### config.mk
export PLATFORM = sky130hd
export DESIGN_NAME = sgc_ctrl_regs
export DESIGN_NICKNAME = d
export VERILOG_FILES = /design/src/logic/sgc_pkg.sv /design/src/logic/sgc_ctrl_regs.sv /design/src/logic/sgc_rom_loader.sv
export VERILOG_INCLUDE_DIRS = /design/src /design/src/logic
export SDC_FILE = /design/constraint.sdc
export NUM_CORES = 1
export LEC_CHECK = 0
export BUFFER_PORTS_ARGS = -buffer_cell sky130_fd_sc_hd__buf_4
export CORE_ASPECT_RATIO = 2
export CORE_UTILIZATION = 50
export CTS_CLUSTER_SIZE = 25
export DETAILED_ROUTE_END_ITERATION = 8
export GPL_ROUTABILITY_DRIVEN = 0
export HOLD_SLACK_MARGIN = 0.12
export PLACE_DENSITY = 0.76
export SYNTH_ARGS = -nofsm -noshare
export SYNTH_HDL_FRONTEND = slang
export SYNTH_SLANG_ARGS = --single-unit
### constraint.sdc
create_clock -name clk_sys -period 5 [get_ports clk_sys]
set_input_delay 1 -clock clk_sys [delete_from_list [all_inputs] [get_ports clk_sys]]
set_output_delay 1 -clock clk_sys [all_outputs]
set_load 0.02 [all_outputs]
### src/logic/sgc_regs.svh
// Purpose: offsets, field positions and reset values of the shared control registers
// Assumes: 8-bit register port, byte offsets as printed
// Notes: included by the package-using modules
`ifndef SGC_REGS_SVH
`define SGC_REGS_SVH
`define SGC_OFS_SLAVE_ADDR 8'h00
`define SGC_OFS_SOFT_RST 8'h01
`define SGC_OFS_GLB_CFG 8'h02
`define SGC_OFS_DEV_STATUS 8'h04
`define SGC_BIT_OVR_SEL 0
`define SGC_BIT_RELOAD 2
`define SGC_BIT_FULL_RST 1
`define SGC_BIT_LOGIC_RST 0
`define SGC_BIT_MST_EN 5
`define SGC_BIT_UNLOCK_POL 4
`define SGC_BIT_OUT_EN 3
`define SGC_BIT_SLEEP_SEL 2
`define SGC_BIT_PAR_EN 1
`define SGC_BIT_REF_FORCE 0
`define SGC_BIT_INIT_DONE 6
`define SGC_BIT_REF_VALID 4
`define SGC_GLB_CFG_RST 8'h1E
`define SGC_ZERO8 8'h00
`define SGC_ROM_LOAD_CYC 8'h40
`define SGC_ADDR_MSB 7
`define SGC_ADDR_LSB 1
`define SGC_ADDR_RST 7'h00
`define SGC_GLB_CFG_MASK 8'h3F
`endif

### src/logic/sgc_pkg.sv
// Purpose: shared types of the shared control register block
// Assumes: nothing
// Notes: offsets and values live in sgc_regs.svh
package sgc_pkg;
    typedef enum logic [1:0] {
        SGC_TX_RUN,
        SGC_TX_LP11,
        SGC_TX_HS0,
        SGC_TX_HIZ
    } sgc_tx_state_t;
endpackage

### src/logic/sgc_ctrl_regs.sv
// Purpose: shared slave address, soft reset and global configuration registers
// Assumes: simple 8-bit register port (addr, wr_en, rd_en, wdata, rdata)
// Notes: rst_n stands for hardware power-down; full soft reset acts like it on the address, override and config registers
// Summary of operation
// RULE1: address field reads current slave address
// RULE2: override set lets software write address
// RULE3: select 0 strap, 1 register address
// RULE4: reload bit restarts rom load, self-clears
// RULE5: software polls init-done after reload
// RULE6: init-done status set after rom load
// RULE7: full soft reset clears logic and registers
// RULE8: logic soft reset keeps register contents
// RULE9: software prefers logic reset to keep configuration
// RULE10: bit5 enables local bus master
// RULE11: policy 0, no lock: transmitter high impedance
// RULE12: policy 1, no lock: transmitter LP-11
// RULE13: sleep select 1, enable 0: high impedance
// RULE14: sleep select 0, no lock: HS-0
// RULE15: bit1 enables receiver parity checking
// RULE16: bit0 forces reference clock present
// RULE17: config resets to 0x1E
`timescale 1ns/1ps
`include "sgc_regs.svh"
module sgc_ctrl_regs import sgc_pkg::*; (
    input wire logic clk_sys, // system clock
    input wire logic rst_n, // synchronous power-down reset, low active
    input wire logic [6:0] strap_addr, // strapped slave address pins
    input wire logic [7:0] addr, // register offset
    input wire logic wr_en, // write strobe, one cycle
    input wire logic rd_en, // read strobe, one cycle
    input wire logic [7:0] wdata, // write data
    output logic [7:0] rdata, // read data, valid cycle after rd_en
    input wire logic [1:0] rx_lock_pin, // lock of receivers assigned to each tx port
    input wire logic ref_clk_det, // reference clock detector result
    output logic [6:0] slave_addr, // slave address in use
    output logic logic_rst_pulse, // digital logic reset pulse
    output logic master_en, // local bus master enable
    output logic parity_chk_en, // receiver parity checker enable
    output logic ref_clk_present, // reported reference clock presence
    output logic init_done, // rom load finished
    output logic [1:0] tx_hiz, // per tx port: drive high impedance
    output logic [1:0] tx_force_lp11, // per tx port: hold LP-11
    output logic [1:0] tx_force_hs0 // per tx port: force HS-0
);
    logic [6:0] addr_reg, addr_next;
    logic ovr_reg, ovr_next;
    logic [7:0] cfg_reg, cfg_next;
    logic [7:0] rdata_reg, rdata_next;
    logic strap_seen_reg, strap_seen_next;
    logic lrst_reg, lrst_next;
    logic reload_reg, reload_next;
    logic [2:0] lock_s0_reg, lock_s1_reg, lock_s2_reg;
    logic [1:0] lock_reg, lock_next;
    logic full_rst_req;
    logic regs_rst_n;
    logic [7:0] status_val;

    // full soft reset returns the address, override and config registers to defaults; rdata and the lock stages keep their values
    // it also restarts the rom load and pulses the logic reset
    assign full_rst_req = wr_en && (addr == `SGC_OFS_SOFT_RST)
        && wdata[`SGC_BIT_FULL_RST]; // [RULE7]
    assign regs_rst_n = rst_n; // the full reset is taken in the next-state logic below

    always_comb begin
        addr_next = addr_reg;
        ovr_next = ovr_reg;
        cfg_next = cfg_reg;
        strap_seen_next = 1'b1;
        lrst_next = 1'b0;
        reload_next = 1'b0;
        // strap caught on the first clock after power-on release
        if (!strap_seen_reg) begin
            addr_next = strap_addr; // [RULE1]
        end
        if (full_rst_req) begin
            ovr_next = 1'b0; // [RULE7]
            cfg_next = `SGC_GLB_CFG_RST;
            addr_next = strap_addr;
            lrst_next = 1'b1;
            reload_next = 1'b1;
        end else if (wr_en) begin
            unique case (addr)
                `SGC_OFS_SLAVE_ADDR: begin
                    ovr_next = wdata[`SGC_BIT_OVR_SEL]; // [RULE3]
                    if (wdata[`SGC_BIT_OVR_SEL]) begin
                        addr_next = wdata[`SGC_ADDR_MSB:`SGC_ADDR_LSB]; // [RULE2]
                    end else begin
                        addr_next = strap_addr; // [RULE3]
                    end
                end
                `SGC_OFS_SOFT_RST: begin
                    lrst_next = wdata[`SGC_BIT_LOGIC_RST]; // [RULE8]
                    reload_next = wdata[`SGC_BIT_RELOAD]; // [RULE4]
                end
                `SGC_OFS_GLB_CFG: begin
                    cfg_next = wdata & `SGC_GLB_CFG_MASK; // reserved bits stay 0
                end
                default: begin
                end
            endcase
        end
    end

    // status carries only the two flags this block owns, the rest reads 0
    always_comb begin
        status_val = `SGC_ZERO8;
        status_val[`SGC_BIT_INIT_DONE] = init_done; // [RULE6]
        status_val[`SGC_BIT_REF_VALID] = ref_clk_present; // [RULE16]
    end

    // rdata keeps its last value between reads, so a slow master can fetch it late
    always_comb begin
        rdata_next = rdata_reg;
        if (rd_en) begin
            unique case (addr)
                `SGC_OFS_SLAVE_ADDR: begin
                    rdata_next[`SGC_ADDR_MSB:`SGC_ADDR_LSB] = addr_reg; // [RULE1]
                    rdata_next[`SGC_BIT_OVR_SEL] = ovr_reg; // [RULE3]
                end
                // self-clearing bits always read back 0
                `SGC_OFS_SOFT_RST: rdata_next = `SGC_ZERO8; // [RULE4] [RULE7] [RULE8]
                `SGC_OFS_GLB_CFG: rdata_next = cfg_reg;
                `SGC_OFS_DEV_STATUS: rdata_next = status_val; // [RULE6]
                default: rdata_next = `SGC_ZERO8;
            endcase
        end
    end

    always_ff @(posedge clk_sys) begin
        if (!regs_rst_n) begin
            addr_reg <= `SGC_ADDR_RST;
            ovr_reg <= 1'b0;
            cfg_reg <= `SGC_GLB_CFG_RST; // [RULE17]
            rdata_reg <= `SGC_ZERO8;
            strap_seen_reg <= 1'b0;
            lrst_reg <= 1'b0;
            reload_reg <= 1'b0;
        end else begin
            addr_reg <= addr_next;
            ovr_reg <= ovr_next;
            cfg_reg <= cfg_next;
            rdata_reg <= rdata_next;
            strap_seen_reg <= strap_seen_next;
            lrst_reg <= lrst_next;
            reload_reg <= reload_next;
        end
    end

    // lock and detector come from other domains: three stages, change when last two agree
    always_ff @(posedge clk_sys) begin
        if (!rst_n) begin
            lock_s0_reg <= 3'h0;
            lock_s1_reg <= 3'h0;
            lock_s2_reg <= 3'h0;
            lock_reg <= 2'h0;
        end else begin
            lock_s0_reg <= {ref_clk_det, rx_lock_pin};
            lock_s1_reg <= lock_s0_reg;
            lock_s2_reg <= lock_s1_reg;
            lock_reg <= lock_next;
        end
    end

    logic refdet_reg, refdet_next;
    always_comb begin
        lock_next = lock_reg;
        refdet_next = refdet_reg;
        if (lock_s1_reg == lock_s2_reg) begin
            lock_next = lock_s2_reg[1:0];
            refdet_next = lock_s2_reg[2];
        end
    end
    always_ff @(posedge clk_sys) begin
        if (!rst_n) begin
            refdet_reg <= 1'b0;
        end else begin
            refdet_reg <= refdet_next;
        end
    end

    // a reload asked for while a load still runs is dropped; the running load
    // still ends with done set, so software polling sees completion either way
    sgc_rom_loader u_loader (
        .clk_sys(clk_sys),
        .rst_n(rst_n),
        .start(reload_reg), // [RULE4]
        .done(init_done)
    );

    // sleep select 0 wins over the unlock policy: unlocked lanes sit in HS-0
    // whatever the policy bit says; the policy only chooses between off and LP-11
    sgc_tx_state_t tx_state [2];
    genvar gi;
    generate
        for (gi = 0; gi < 2; gi++) begin : g_tx
            always_comb begin
                tx_state[gi] = SGC_TX_RUN;
                if (cfg_reg[`SGC_BIT_SLEEP_SEL] && !cfg_reg[`SGC_BIT_OUT_EN]) begin
                    tx_state[gi] = SGC_TX_HIZ; // [RULE13]
                end else if (!lock_reg[gi]) begin
                    if (!cfg_reg[`SGC_BIT_SLEEP_SEL]) begin
                        tx_state[gi] = SGC_TX_HS0; // [RULE14]
                    end else if (!cfg_reg[`SGC_BIT_UNLOCK_POL]) begin
                        tx_state[gi] = SGC_TX_HIZ; // [RULE11]
                    end else begin
                        tx_state[gi] = SGC_TX_LP11; // [RULE12]
                    end
                end
            end
            assign tx_hiz[gi] = (tx_state[gi] == SGC_TX_HIZ);
            assign tx_force_lp11[gi] = (tx_state[gi] == SGC_TX_LP11);
            assign tx_force_hs0[gi] = (tx_state[gi] == SGC_TX_HS0);
        end
    endgenerate

    assign rdata = rdata_reg;
    assign slave_addr = addr_reg;
    assign logic_rst_pulse = lrst_reg; // [RULE8]
    assign master_en = cfg_reg[`SGC_BIT_MST_EN]; // [RULE10]
    assign parity_chk_en = cfg_reg[`SGC_BIT_PAR_EN]; // [RULE15]
    assign ref_clk_present = cfg_reg[`SGC_BIT_REF_FORCE] | refdet_reg; // [RULE16]
endmodule

### src/logic/sgc_rom_loader.sv
// Purpose: sequences the configuration rom auto-load after reset or restart
// Assumes: rom read lasts a fixed count of cycles
// Notes: done stays high until the next load starts
`timescale 1ns/1ps
`include "sgc_regs.svh"
module sgc_rom_loader import sgc_pkg::*; (
    input wire logic clk_sys, // system clock
    input wire logic rst_n, // synchronous reset, low active
    input wire logic start, // one-cycle load request
    output logic done // load finished
);
    typedef enum logic {SGC_LD_BUSY, SGC_LD_IDLE} sgc_ld_state_t;
    sgc_ld_state_t state_reg, state_next;
    logic [7:0] cnt_reg, cnt_next;

    always_comb begin
        state_next = state_reg;
        cnt_next = cnt_reg;
        unique case (state_reg)
            SGC_LD_BUSY: begin
                if (cnt_reg == `SGC_ROM_LOAD_CYC) begin
                    state_next = SGC_LD_IDLE;
                end else begin
                    cnt_next = cnt_reg + 8'h01;
                end
            end
            SGC_LD_IDLE: begin
                if (start) begin
                    state_next = SGC_LD_BUSY;
                    cnt_next = `SGC_ZERO8;
                end
            end
        endcase
    end

    always_ff @(posedge clk_sys) begin
        if (!rst_n) begin
            state_reg <= SGC_LD_BUSY;
            cnt_reg <= `SGC_ZERO8;
        end else begin
            state_reg <= state_next;
            cnt_reg <= cnt_next;
        end
    end

    assign done = (state_reg == SGC_LD_IDLE); // [RULE6]
endmodule

==> results by group, run 1 <==
Global route
  – Vias in the first global route: about 1800
  – GRT Residual Overflow: 0
  – First-pass GRT wire length: between 7 and 8 mm
  – Overall Global Routing Usage: a little over a fifth
  – Largest net degree at the start of global routing: 20
  – Initial antenna violation count: 0

Synthesis
  – Synth async-reset ratio: 0%
  – Most frequent cell after synthesis: dfxtp_1
  – Largest family of logic cells by synthesized area: simple AND/OR/NAND/NOR gates
  – Register area share after synthesis: 42.9%
  – Netlist Area Pre-Place: between 2000 and 2500 sq um
  – Syn_nets: 260
  – Post-synthesis xor/xnor area fraction: 1.22%
  – Cell taking the most area after synthesis: dfxtp_1
  – Number of flops mapped to enable cells by yosys: 0
  – Mean Syn Cell Area: around 9.4 sq um
  – Synth Register Bits: 46
  – Mux cell area share after synthesis: between 10% and 20%
  – Syn Inst Count: 228
  – Post-synthesis adder-cell area fraction: roughly 1.2%
  – Synth area leaders: dfxtp_1, mux2i_1, and2_1, a21oi_1, nor2_1
  – Synth Flop Type: dfxtp_1
  – Simple-gate share of the synthesized area: 22.4%
  – Most instantiated cells after synthesis: dfxtp_1, mux2i_1, nor2_1
  – Yosys cell types: between 40 and 50
  – Yosys warnings: 0
  – Compound-Gate Fraction of Synth Area: about an eighth
  – Synth top area share: between 40% and 50%

Routing
  – DR iter-0 viols: 29
  – DR vias: 1837
  – Drt drc: 0
  – Routed wire length: between 4 and 5 mm
  – Routed Antenna Nets: 0
  – Routed vias/inst: around 5.5
  – Drt pass-1 iters: 4
  – WL per Instance: ~14 microns

Pwr
  – VDD IR max: around 0.18 mV
  – Static leakage: ~1.1 nW
  – Total chip power: between 0.6 and 0.7 mW
  – Power Dens Cells: 260 nW/um^2

Clocking
  – CTS buffer count: 5
  – Post-CTS Setup Bufs: 0
  – CTS resizes: 0
  – Clk slew on worst S/H paths: roughly 0.080 ns
  – Clk sinks: 46
  – Root Buffer: clkbuf_8
  – Hold buffers post-CTS: 0
  – Longest Clk Path Bufs: 2
  – Htree depth: 2
  – Clock latency on the worst-skew pair: roughly 0.29 ns
  – CTS tree: done

Layout
  – Share of layout cells above drive strength 1: 27.0%
  – Area grow syn2layout: 24.8%
  – Antenna diodes: 0
  – Nets@finish: 313

Run
  – Maxcap violations: 0

Worst hold path
  – Hold Crit Class: reg2reg

Critical path
  – Top cell family by delay on the critical path: compound AO/OA/AOI/OAI gates
  – CP Capture Type: flop
  – CP bufs+invs: 2
  – CP arrival: 2.77 ns
  – Crit path launch type: input pin
  – Required time worst endpoint: 5.12 ns
  – CP cell instances: buf_4 > clkinv_1 > a41oi_1 > o211ai_1
  – Crit path largest cell delay: between 1 and 1.5 ns
  – CP max FO: 19
  – CP max stage cell: a41oi_1
  – Crit Path Class: in2reg

Floorplanning
  – Core box area: 4090 sq um
  – Die area: 4580 sq um
  – Ports: 56
  – Die W: a little under 50 microns
  – Die extent in y: about 95 microns
  – Initial core utilization: between 50% and 60%
  – Cell Rows: 33

Outcome
  – Status: completed

STA
  – Fmax achieved: 378 MHz
  – Worst Skew: 0.00584 ns
  – Setup TNS: 0 ns
  – Least-Margin Pin Slew: 1.12 ns
  – Period Utilization, post-route: between 50 and 60%
  – Fin crit period: 2.65 ns
  – Final Hold Viols: 0
  – Max-slew violations: 0
  – Relative slew slack: approximately a quarter
  – Endpoints failing setup: 0
  – RSZ-0062 raised after global routing: no

Placed design
  – DP HPWL: approximately 3.6 mm
  – Port Buffers: between 50 and 60
-- metrics by stage --
| stage | setup WS [ns] | area (sq um) | utilization, % | hold WS (ns) | cells |
|---|---|---|---|---|---|
| CTS | 2.34 | 2680 | 65.6 | 0.443 | 334 |
| floorplan | 2.52 | 2150 | - | 0.412 | 228 |
| finish | 2.35 | 2680 | 65.6 | 0.440 | 334 |
| detailed placement | 2.03 | 2580 | 63.2 | 0.420 | 326 |
| global placement | 2.02 | 2580 | 63.2 | 0.417 | 326 |
| global route | 2.13 | 2680 | 65.6 | 0.449 | 334 |
-- worst reg2reg max path, cell delays in order, from the launching register on --
cell	delay [ns]
dfxtp_1	0.40
inv_1	0.07
ha_1	0.18
nor4bb_1	0.15
a31o_2	0.30
or4_1	0.41
a21boi_0	0.16
-- cell type report --
class / count / area, sq um
Fill cell: 351 / 1410
Multi-Input combinational cell: 165 / 1150
Sequential cell: 46 / 921
Timing Repair Buffer: 56 / 420
Clock buffer: 6 / 82.6
Tap cell: 52 / 65.1
Inverter: 7 / 26.3
Clock inverter: 2 / 12.5
-- report_power, final --
part / switching, mW / total, mW / internal, mW
registers: 0.00911 / 0.385 / 0.375
logic: 0.0369 / 0.0800 / 0.0431
clock network: 0.122 / 0.233 / 0.111
-- cells in the final DEF (no fill, tap or decap), types with 8 or more instances in the layout --
master and n:
nor2_1 17, dfxtp_1 46, nand2b_1 8, nand3_1 11, mux2i_1 31, buf_4 56
a21oi_1 14, nand2_1 10, and2_1 13
-- layer usage --
| layer | GRT usage (%) | routed length [microns] | share of wire (%) | vias to the layer above |
|---|---|---|---|---|
| met1 | 22.0 | 1830 | 39 | 855 |
| met4 | 13.5 | 164 | 3.5 | 0 |
| met5 | 0 | 0 | 0 | - |
| li1 | - | - | - | 919 |
| met3 | 3.38 | 132 | 2.8 | 16 |
| met2 | 41.0 | 2540 | 54 | 47 |
-- path summary, 6_finish.rpt --
| path | startpoint | slack [ns] | cells after the start | end |
|---|---|---|---|---|
| min | lock_s0_reg[2]$_SDFF_PN0_ | 0.44 | 1 | lock_s1_reg[2]$_SDFF_PN0_ |
| max reg2reg | u_loader.cnt_reg[0]$_SDFFE_PN0P_ | 3.27 | 6 | u_loader.cnt_reg[5]$_SDFFE_PN0P_ |
| min reg2reg | lock_s0_reg[2]$_SDFF_PN0_ | 0.44 | 1 | lock_s1_reg[2]$_SDFF_PN0_ |
| max | rst_n | 2.35 | 4 | cfg_reg[1]$_SDFFE_PP1P_ |
-- cells by family (layout without fill, tap and decap cells) --
group,count (synthesis),count (layout)
flip-flops,46,46
adder cells (fa/ha/maj),2,2
XOR/XNOR,3,3
multiplexers,36,36
buffers and inverters,17,71
AND/OR/NAND/NOR,85,85
AO/OA/AOI/OAI,39,39
No activity file was read; power rests on OpenSTA's default activity.
==> run 2: changes to the inputs <==
CORE_UTILIZATION = 47   (was 50)
PLACE_DENSITY = 0.75   (was 0.76)
clock period = 2.2 ns   (was 5 ns; I/O delays follow)
==> run 2 against run 1 <==
Clock skew up 0.0023 ns. Worst hold slack worse by 0.091 ns. Non-clock buffer count rose by 6. Critical path type unchanged.
==> results by group, run 2 (synthesis results as in run 1) <==
Outcome
  – Status: completed (unchanged)

STA
  – Endpoints failing setup: 0 (unchanged)
  – RSZ-0062 raised after global routing: no (unchanged)
  – Fmax achieved: roughly 570 MHz
  – Fin crit period: around 1.8 ns
  – Setup TNS: 0 ns (unchanged)
  – Max-slew violations: 0 (unchanged)
  – Final Hold Viols: 0 (unchanged)
  – Relative slew slack: 73.3% (was 24.3%)
  – Worst Skew: 0.00809 ns (was 0.00584 ns)
  – Least-Margin Pin Slew: 0.400 ns (was 1.12 ns)
  – Period Utilization, post-route: between 80 and 90%

Floorplanning
  – Initial core utilization: 49.0% (was 52.6%)
  – Die W: 49.8 microns (was 48.4 microns)
  – Die area: 4860 sq um (was 4580 sq um)
  – Die extent in y: 97.6 microns (was 94.7 microns)
  – Cell Rows: 34 (was 33)
  – Ports: 56 (unchanged)
  – Core box area: 4380 sq um (was 4090 sq um)

Layout
  – Most frequent cells in the layout: buf_4, dfxtp_1, mux2i_1 (unchanged)
  – Most common cell after layout, fill and taps aside: buf_4 (unchanged)
  – Final core utilization: 62.6% (was 65.6%)
  – Share of layout cells above drive strength 1: 28.1% (was 27.0%)
  – Area grow syn2layout: 27.7% (was 24.8%)
  – Multi-input gate area: 1150 sq um (unchanged)
  – Fill cells: 398 (was 351)
  – Register Area: 921 sq um (unchanged)
  – Antenna diodes: 0 (unchanged)
  – Nets@finish: 319 (was 313)
  – Final instance area: 2740 sq um (was 2680 sq um)

Critical path
  – Crit path to: cfg_reg[3]$_SDFFE_PP1P_ (was cfg_reg[1]$_SDFFE_PP1P_)
  – Crit Path Class: in2reg (unchanged)
  – Reg2Reg Depth: 6 (unchanged)
  – CP max FO: 7 (was 19)
  – Setup crit start: addr[3] (was rst_n)
  – Crit path launch type: input pin (unchanged)
  – CP arrival: 1.95 ns (was 2.77 ns)
  – Flop2flop setup slack: 0.45 ns (was 3.27 ns)
  – RR Endpoint: u_loader.cnt_reg[5]$_SDFFE_PN0P_ (unchanged)
  – Worst reg2reg startpoint: u_loader.cnt_reg[0]$_SDFFE_PN0P_ (unchanged)
  – CP Capture Type: flop (unchanged)
  – Required time worst endpoint: 2.39 ns (was 5.12 ns)

Routing
  – WL per Instance: 13.8 microns (was 14.0 microns)
  – DR vias: 1828 (was 1837)
  – Routed vias/inst: 5.35 (was 5.50)
  – DR iter-0 viols: 23 (was 29)
  – Drt pass-1 iters: 4 (unchanged)
  – Drt drc: 0 (unchanged)
  – Routed Antenna Nets: 0 (unchanged)
  – Routed wire length: 4.70 mm (was 4.67 mm)

Placed design
  – Port Buffers: 55 (unchanged)
  – DP HPWL: 3.67 mm (was 3.62 mm)
  – DP Area: 2630 sq um (was 2580 sq um)

Clocking
  – Hold buffers post-CTS: 0 (unchanged)
  – CTS tree: done (unchanged)
  – CTS resizes: 0 (unchanged)
  – Post-CTS Setup Bufs: 0 (unchanged)
  – Htree depth: 2 (unchanged)
  – CTS buffer count: 5 (unchanged)
  – Clock latency on the worst-skew pair: 0.30 ns (was 0.29 ns)
  – Longest Clk Path Bufs: 2 (unchanged)
  – Clk slew on worst S/H paths: 0.08 ns (about the same)
  – Clk sinks: 46 (unchanged)
  – Root Buffer: clkbuf_8 (unchanged)

Pwr
  – Static leakage: 1.18 nW (was 1.15 nW)
  – Power Dens Cells: 613 nW/um^2 (was 260 nW/um^2)
  – Total chip power: 1.68 mW (was 0.698 mW)
  – VDD IR max: 0.484 mV (was 0.180 mV)

Global route
  – Vias in the first global route: 1780 (was 1777)
  – Overall Global Routing Usage: 20.7% (was 21.7%)
  – First-pass GRT wire length: 7.79 mm (was 7.76 mm)
  – Initial antenna violation count: 0 (unchanged)
  – Largest net degree at the start of global routing: 19 (was 20)
  – GRT Residual Overflow: 0 (unchanged)

Worst hold path
  – Hold Crit Class: in2reg (was reg2reg)

Run
  – Maxcap violations: 0 (unchanged)
## run 2: cell count changes in the layout (fill, tap and decap cells not counted)
cell / previous run / this run
clkbuf_8: 6 / 5
clkbuf_1: 0 / 1
clkinv_2: 1 / 0
bufinv_16: 0 / 1
buf_4: 56 / 62
## run 2: final cells by class
class	instances	area share, %
clock buffer	6	2.65
clock inverter	2	1.37
inverter	7	0.958
multi-input combinational	165	42.0
sequential	46	33.6
tap	54	2.46
timing repair buffer	62	17.0
## run 2: report_power, final
part	internal [mW]	switching (mW)
clock	0.339	0.281
sequential	0.853	0.0207
combinational	0.102	0.0851
total	1.29	0.387
## run 2: layer usage
layer,vias up,track usage [%],wire (microns)
li1,931,-,-
met1,843,20.2,1830
met2,49,40.6,2630
met3,5,3.13,173
met4,0,8.13,69
met5,-,0,0
## run 2: worst max-delay path, cell delays in order
cell and delay (ns):
buf_4 0.11, or4_4 0.56, or4_4 0.58, mux2i_1 0.20, nand2_1 0.06
## run 2: worst min path at each step
stage,endpoint,from,slack (ns),depth (start not counted)
2_1_floorplan,lock_s1_reg[0]$_SDFF_PN0_,lock_s0_reg[0]$_SDFF_PN0_,0.41,1
3_3_place_gp,lock_s1_reg[0]$_SDFF_PN0_,lock_s0_reg[0]$_SDFF_PN0_,0.42,1
3_5_place_dp,lock_s1_reg[2]$_SDFF_PN0_,lock_s0_reg[2]$_SDFF_PN0_,0.42,1
4_1_cts,lock_s0_reg[0]$_SDFF_PN0_,rx_lock_pin[0],0.35,2
5_1_grt,lock_s0_reg[2]$_SDFF_PN0_,ref_clk_det,0.34,2
6_report,strap_seen_reg$_DFF_P_,rst_n,0.35,1
## run 2: metrics by stage
step           setup slack [ns]  hold slack [ns]  cells
2_1_floorplan             0.277            0.412    228
3_3_place_gp              0.172            0.416    334
3_5_place_dp              0.125            0.419    334
4_1_cts                   0.439            0.348    342
5_1_grt                   0.385            0.344    342
6_report                  0.440            0.349    342
